==> config.mk <==
export PLATFORM = sky130hd
export DESIGN_NAME = ipf_priority_regs
export DESIGN_NICKNAME = d
export VERILOG_FILES = /design/src/logic/ipf_pkg.sv /design/src/logic/ipf_level_if.sv /design/src/logic/ipf_level_decode.sv /design/src/logic/ipf_priority_regs.sv
export SDC_FILE = /design/constraint.sdc
export NUM_CORES = 1
export LEC_CHECK = 0
export BUFFER_PORTS_ARGS = -buffer_cell sky130_fd_sc_hd__buf_4
export CORE_MARGIN = 2
export CORE_UTILIZATION = 47
export DETAILED_ROUTE_END_ITERATION = 8
export GPL_TIMING_DRIVEN = 0
export PLACE_DENSITY = 0.77
export SLEW_MARGIN = 20
export SYNTH_ARGS = -nofsm -noshare
export SYNTH_HDL_FRONTEND = slang
export SYNTH_HIERARCHICAL = 1
export SYNTH_SLANG_ARGS = --single-unit
==> constraint.sdc <==
create_clock -name clk_in -period 1 [get_ports clk_in]
set_input_delay 0.25 -clock clk_in [delete_from_list [all_inputs] [get_ports clk_in]]
set_output_delay 0.25 -clock clk_in [all_outputs]
set_load 0.01 [all_outputs]
==> src/logic/ipf_pkg.sv <==
// package: register map, field layout and reset values of the priority fields
package ipf_pkg;
  localparam int unsigned ADDR_W      = 4;
  localparam int unsigned DATA_W      = 16;
  localparam int unsigned LEVEL_W     = 3;
  localparam int unsigned NUM_SRC     = 4;
  // register offsets (word index on the plain register port)
  localparam logic [3:0]  EXT_INT1_PRIORITY_OFS       = 4'h0;
  localparam logic [3:0]  TIMER4_COMPARE_PRIORITY_OFS = 4'h1;
  // field positions (low bit of each 3-bit field)
  localparam int unsigned EXT_SOURCE1_LSB = 0;
  localparam int unsigned COMPARE_CH3_LSB = 4;
  localparam int unsigned COMPARE_CH4_LSB = 8;
  localparam int unsigned TIMER_FOUR_LSB  = 12;
  // power-on level of every field, and the code that takes a source out of arbitration
  localparam logic [2:0]  LEVEL_RESET     = 3'h4;
  localparam logic [2:0]  LEVEL_DISABLED  = 3'h0;
  // source index into the level vector
  localparam int unsigned SRC_EXT1 = 0;
  localparam int unsigned SRC_TMR4 = 1;
  localparam int unsigned SRC_OC4  = 2;
  localparam int unsigned SRC_OC3  = 3;
endpackage

==> src/logic/ipf_level_if.sv <==
// interface: per-source priority level and its enable
`timescale 1ns/1ps
interface ipf_level_if #(parameter int unsigned N = 4);
  logic [N-1:0][2:0] level;
  logic [N-1:0]      enabled;
  modport src (output level, output enabled);
  modport dst (input level, input enabled);
endinterface

==> src/logic/ipf_level_decode.sv <==
// decode of each stored field into an arbitration enable
`timescale 1ns/1ps
module ipf_level_decode
  import ipf_pkg::*;
#(
  parameter int unsigned N = 4
) (
  // stored fields
  input  wire logic [N-1:0][2:0] field_in,
  // decoded view
  ipf_level_if.src               lv
);
  generate
    // an empty level vector leaves nothing to arbitrate
    if (N < 1) begin : g_bad_n
      $error("ipf_level_decode: N must be at least one");
    end
    for (genvar i = 0; i < N; i++) begin : g_src
      // code is the level itself, 1..7
      assign lv.level[i]   = field_in[i];
      // zero takes the source out of arbitration
      assign lv.enabled[i] = (field_in[i] != LEVEL_DISABLED);
    end
  endgenerate
endmodule // ipf_level_decode

==> src/logic/ipf_priority_regs.sv <==
// top: two priority registers with decoded levels to the arbiter
//
// The implementer's own choices: the address map and the strobed register port.
`timescale 1ns/1ps
module ipf_priority_regs
  import ipf_pkg::*;
(
  // clock and reset
  input  wire logic                      clk_in,
  input  wire logic                      rstn_in,
  // register port
  input  wire logic [ipf_pkg::ADDR_W-1:0] addr_in,
  input  wire logic [ipf_pkg::DATA_W-1:0] wdata_in,
  input  wire logic                      wr_in,
  input  wire logic                      rd_in,
  output logic      [ipf_pkg::DATA_W-1:0] rdata_out,
  // levels toward arbitration
  output logic      [2:0]                ext_source1_level_out,
  output logic      [2:0]                timer_four_level_out,
  output logic      [2:0]                compare_ch4_level_out,
  output logic      [2:0]                compare_ch3_level_out,
  output logic      [3:0]                src_enable_out
);
  import ipf_pkg::*;

  logic [2:0] ext_source1_level;
  logic [2:0] timer_four_level;
  logic [2:0] compare_ch4_level;
  logic [2:0] compare_ch3_level;
  logic [NUM_SRC-1:0][2:0] fields;
  logic [15:0] next_rdata;

  ipf_level_if #(.N(NUM_SRC)) lv ();

  ////////////////////////////////////////////////////////////////////////
  // field storage
  always_ff @(posedge clk_in or negedge rstn_in) begin
    if (!rstn_in) begin
      ext_source1_level <= LEVEL_RESET;
      timer_four_level  <= LEVEL_RESET;
      compare_ch4_level <= LEVEL_RESET;
      compare_ch3_level <= LEVEL_RESET;
    end else if (wr_in) begin
      if (addr_in == EXT_INT1_PRIORITY_OFS) begin
        // upper bits dropped
        ext_source1_level <= wdata_in[EXT_SOURCE1_LSB +: 3];
      end
      if (addr_in == TIMER4_COMPARE_PRIORITY_OFS) begin
        timer_four_level  <= wdata_in[TIMER_FOUR_LSB +: 3];
        compare_ch4_level <= wdata_in[COMPARE_CH4_LSB +: 3];
        compare_ch3_level <= wdata_in[COMPARE_CH3_LSB +: 3];
      end
    end
  end

  ////////////////////////////////////////////////////////////////////////
  // read mux; unmapped offsets and unused bits read zero
  always_comb begin
    next_rdata = 16'h0000;
    if (addr_in == EXT_INT1_PRIORITY_OFS) begin
      next_rdata[EXT_SOURCE1_LSB +: 3] = ext_source1_level;
    end else if (addr_in == TIMER4_COMPARE_PRIORITY_OFS) begin
      next_rdata[TIMER_FOUR_LSB +: 3]  = timer_four_level;
      next_rdata[COMPARE_CH4_LSB +: 3] = compare_ch4_level;
      next_rdata[COMPARE_CH3_LSB +: 3] = compare_ch3_level;
    end
  end

  // data stands only in the cycle after the read strobe
  always_ff @(posedge clk_in or negedge rstn_in) begin
    if (!rstn_in) begin
      rdata_out <= 16'h0000;
    end else if (rd_in) begin
      rdata_out <= next_rdata;
    end else begin
      rdata_out <= 16'h0000;
    end
  end

  ////////////////////////////////////////////////////////////////////////
  // decode toward arbitration
  assign fields[SRC_EXT1] = ext_source1_level;
  assign fields[SRC_TMR4] = timer_four_level;
  assign fields[SRC_OC4]  = compare_ch4_level;
  assign fields[SRC_OC3]  = compare_ch3_level;

  ipf_level_decode #(.N(NUM_SRC)) u_decode (
    .field_in (fields),
    .lv       (lv.src)
  );

  // registered so outputs come from flops; one cycle behind the field
  always_ff @(posedge clk_in or negedge rstn_in) begin
    if (!rstn_in) begin
      ext_source1_level_out <= LEVEL_RESET;
      timer_four_level_out  <= LEVEL_RESET;
      compare_ch4_level_out <= LEVEL_RESET;
      compare_ch3_level_out <= LEVEL_RESET;
      src_enable_out        <= 4'hf;
    end else begin
      ext_source1_level_out <= lv.level[SRC_EXT1];
      timer_four_level_out  <= lv.level[SRC_TMR4];
      compare_ch4_level_out <= lv.level[SRC_OC4];
      compare_ch3_level_out <= lv.level[SRC_OC3];
      src_enable_out        <= lv.enabled;
    end
  end
endmodule // ipf_priority_regs

==> run summary <==
===========================================================================
Sequential share of power                                             0.563
Fraction of layout instances using a drive strength above 1           0.662
Category of the critical setup timing path                       reg -> out
EDFF count, synth                                                         0
HP Start                                                        wdata_in[9]
Clock skew                                                          6.57 ps
Fraction of the yosys area taken by sequential cells                  0.707
Number of buffers added by the clock tree synthesis step                  5
Post-synth top cells                                           sky130_fd_sc_hd__dfrtp_1, sky130_fd_sc_hd__buf_4, sky130_fd_sc_hd__and2_1, sky130_fd_sc_hd__dfstp_2, sky130_fd_sc_hd__mux2_2
Violated checks                                                setup timing
Reg2Reg Depth                                                             1
Achievable clock frequency                                        0.821 GHz
Design Area, Final                                                 2020 um2
Count leader, synth                                            sky130_fd_sc_hd__dfrtp_1
Most frequently used flop master after synthesis               sky130_fd_sc_hd__dfrtp_1
Post-CTS Repair Setup Buffers                                             0
Relative contribution of the clock network to total power             0.210
Hold Slack                                                           147 ps
Die Width                                                           59.3 um
P per Cell Area                                                 1880 nW/um2
Number of storage elements in the synthesis netlist                      40
Clk Latency, worst-skew pair                                         330 ps
Hold/Removal Path Class                                           in -> reg
Count of TritonRoute iterations in the first routing pass                 3
Netlist area before placement                                      1440 um2
Gate count of the mapped netlist                                         92
Root Driver                                                    sky130_fd_sc_hd__clkbuf_4
Asr flop ratio synth                                                   1.00
Post-detailed-route wirelength per cell                             11.9 um
Worst setup path startpoint                                    src_enable_out[2]$_DFF_PN1_
Flip-flop count of the largest register after layout                     12
H-tree depth reported by CTS                                              2
Via density per instance                                               4.54
Power dissipated by switching net loads                            0.907 mW
Worst vdd rail ir drop                                             0.799 mV
End of the worst hold path                                     compare_ch4_level[1]$_DFFE_PN0P_
DRC violation count after routing                                         0
CTS clock-pin slew for the worst setup and hold paths                110 ps
Tcrit/Tclk final                                                       1.22
Count of final setup violators                                           28
GR Util All Layers                                                    0.136
Maximum fanout count along the critical path                              1
Data required time of the worst path                                 750 ps
Static power due to leakage                                         1.02 nW
Crit-path cells                                                       buf_6
Power, Total                                                        3.82 mW
Starting density of the core                                          0.483
Maximum number of pins on one net before global-route repair             41
Floorplan row count                                                      20
Synth area leader                                              sky130_fd_sc_hd__dfrtp_1
Critical R2R Capture                                           src_enable_out[2]$_DFF_PN1_
Final weighted congestion in routability-driven placement             0.709
Synthesis warning total                                                   6
RSZ-0062 raised after global routing                                    yes
Count of nets after finishing                                           174
Global-route wire length before repair                              3.38 mm
Max-capacitance violation count                                           0
Placed cell count                                                       175
Maximum clock insertion buffer count                                      2
Buffer and inverter count on the worst path                               1
Io pins                                                                  56
Number of fill cells in the layout                                      221
Top reg by flops                                                  rdata_out
Number of vias in the routed layout                                     835
Combinational Power Share                                             0.227
Worst EP arrival                                                     970 ps
Registers with the highest flip-flop counts                    rdata_out x12, src_enable_out x4
Area added between synthesis and finish                               40.8%
Final setup margin                                                  -219 ps
Run status                                                     finished with violations
Synth top area cells                                           sky130_fd_sc_hd__dfrtp_1, sky130_fd_sc_hd__dfstp_2, sky130_fd_sc_hd__mux2_2
Internal power                                                      2.91 mW
Share of Yosys cell area claimed by the top area cell type            0.487
Die extent in y                                                     59.3 um
CTS tree                                                              built
# diodes                                                                  0
Critical Path Sink Type                                        primary output
Total congestion overflow after global routing                            0
Avg Synthesized Cell Area                                          15.6 um2
Filler-free cell count of the finished design                           184
Kind of cell adding the most delay to the critical path          flip-flops
Num Clock Sinks                                                          40
Hold violation count in the final report                                  0
Vias in the first global route                                          812
Max-slew violations                                                       0
Final wirelength                                                    2.19 mm
Port buffer count                                                        47
Final critical delay including setup and external delays            1220 ps
Source of the worst register-to-register timing path           compare_ch4_level[1]$_DFFE_PN0P_
Count of cells along the worst hold path                                  2
1st-iter DRT viols                                                        2
Core Area                                                          2980 um2
Register-to-Register Setup Slack                                     130 ps
Switching power as a share of total power                             0.238
Count of unique library cells instantiated by Yosys                      14
Dpl cell area                                                      1850 um2
Initial antenna violation count                                           0
Die area                                                           3520 um2
Critical-path top delay cell                                   sky130_fd_sc_hd__dfstp_2
Antenna-violating nets left                                               0
Kind of launch point of the worst setup path                       register
Critical path's largest stage delay                                  550 ps
===========================================================================
## through the flow
stage | setup slack (ps) | utilization | TNS, ps
2_1_floorplan | 37.6 | - | 0
3_3_place_gp | -164 | 0.621 | -2600
3_5_place_dp | -188 | 0.621 | -3030
4_1_cts | -232 | 0.680 | -3820
5_1_grt | -261 | 0.680 | -4670
6_report | -219 | 0.680 | -3370
## worst max-delay path by stage
stage | end | slack, ps | cells after the start
CTS | ext_source1_level_out[2] | -230 | 1
global route | src_enable_out[2] | -260 | 1
global placement | compare_ch3_level[0]$_DFFE_PN0P_ | -160 | 4
detailed placement | timer_four_level[0]$_DFFE_PN0P_ | -190 | 4
finish | src_enable_out[2] | -220 | 1
floorplan | compare_ch3_level[0]$_DFFE_PN0P_ | 40 | 3
## cells by family after synthesis
kind of cell | count (synthesis) | share of synthesized area
muxes | 12 | 0.0940
and+or+nand+nor | 22 | 0.110
buffers and inverters | 17 | 0.0870
DFF | 40 | 0.707
other | 1 | 0.00261
## cell type report
| type | count | area, um2 | share of cell area |
|---|---|---|---|
| Clock buffer | 6 | 51.3 | 0.0253 |
| Timing Repair Buffer | 48 | 468 | 0.231 |
| Sequential cell | 40 | 1020 | 0.502 |
| Tap cell | 33 | 41.3 | 0.0204 |
| Multi-Input combinational cell | 38 | 313 | 0.155 |
| Buffer | 17 | 125 | 0.0618 |
| Clock inverter | 2 | 10.0 | 0.00494 |
## power by group through the flow
stage	logic (mW)	registers [mW]	clock network, mW
floorplan	0.313	2.21	0
global placement	0.758	2.13	0
detailed placement	0.772	2.15	0
CTS	0.872	2.15	0.827
global route	0.934	2.18	0.923
finish	0.864	2.15	0.802
## layout by cell type, fill, tap and decap left out, types with 2 or more instances in the layout
| cell | instances |
|---|---|
| sky130_fd_sc_hd__and2_1 | 12 |
| sky130_fd_sc_hd__buf_4 | 35 |
| sky130_fd_sc_hd__buf_6 | 28 |
| sky130_fd_sc_hd__clkbuf_4 | 5 |
| sky130_fd_sc_hd__clkinv_2 | 2 |
| sky130_fd_sc_hd__conb_1 | 4 |
| sky130_fd_sc_hd__dfrtp_1 | 28 |
| sky130_fd_sc_hd__dfstp_2 | 12 |
| sky130_fd_sc_hd__mux2_2 | 12 |
| sky130_fd_sc_hd__or3_1 | 4 |
## repair_timing
item / 4_1_cts / 5_1_grt
hold endpoints to repair: 28 / 0
hold buffers: 1 / 0
setup endpoints to repair: 28 / 28
resized for setup: 28 / 0
## metal layers
metal | routed length, um | vias up | GRT usage
li1 | - | 395 | -
met1 | 794 | 402 | 0.138
met2 | 1230 | 34 | 0.251
met3 | 115 | 4 | 0.0262
met4 | 43 | 0 | 0.0877
met5 | 0 | - | 0
Note: power is estimated with default switching activity, not from simulation.
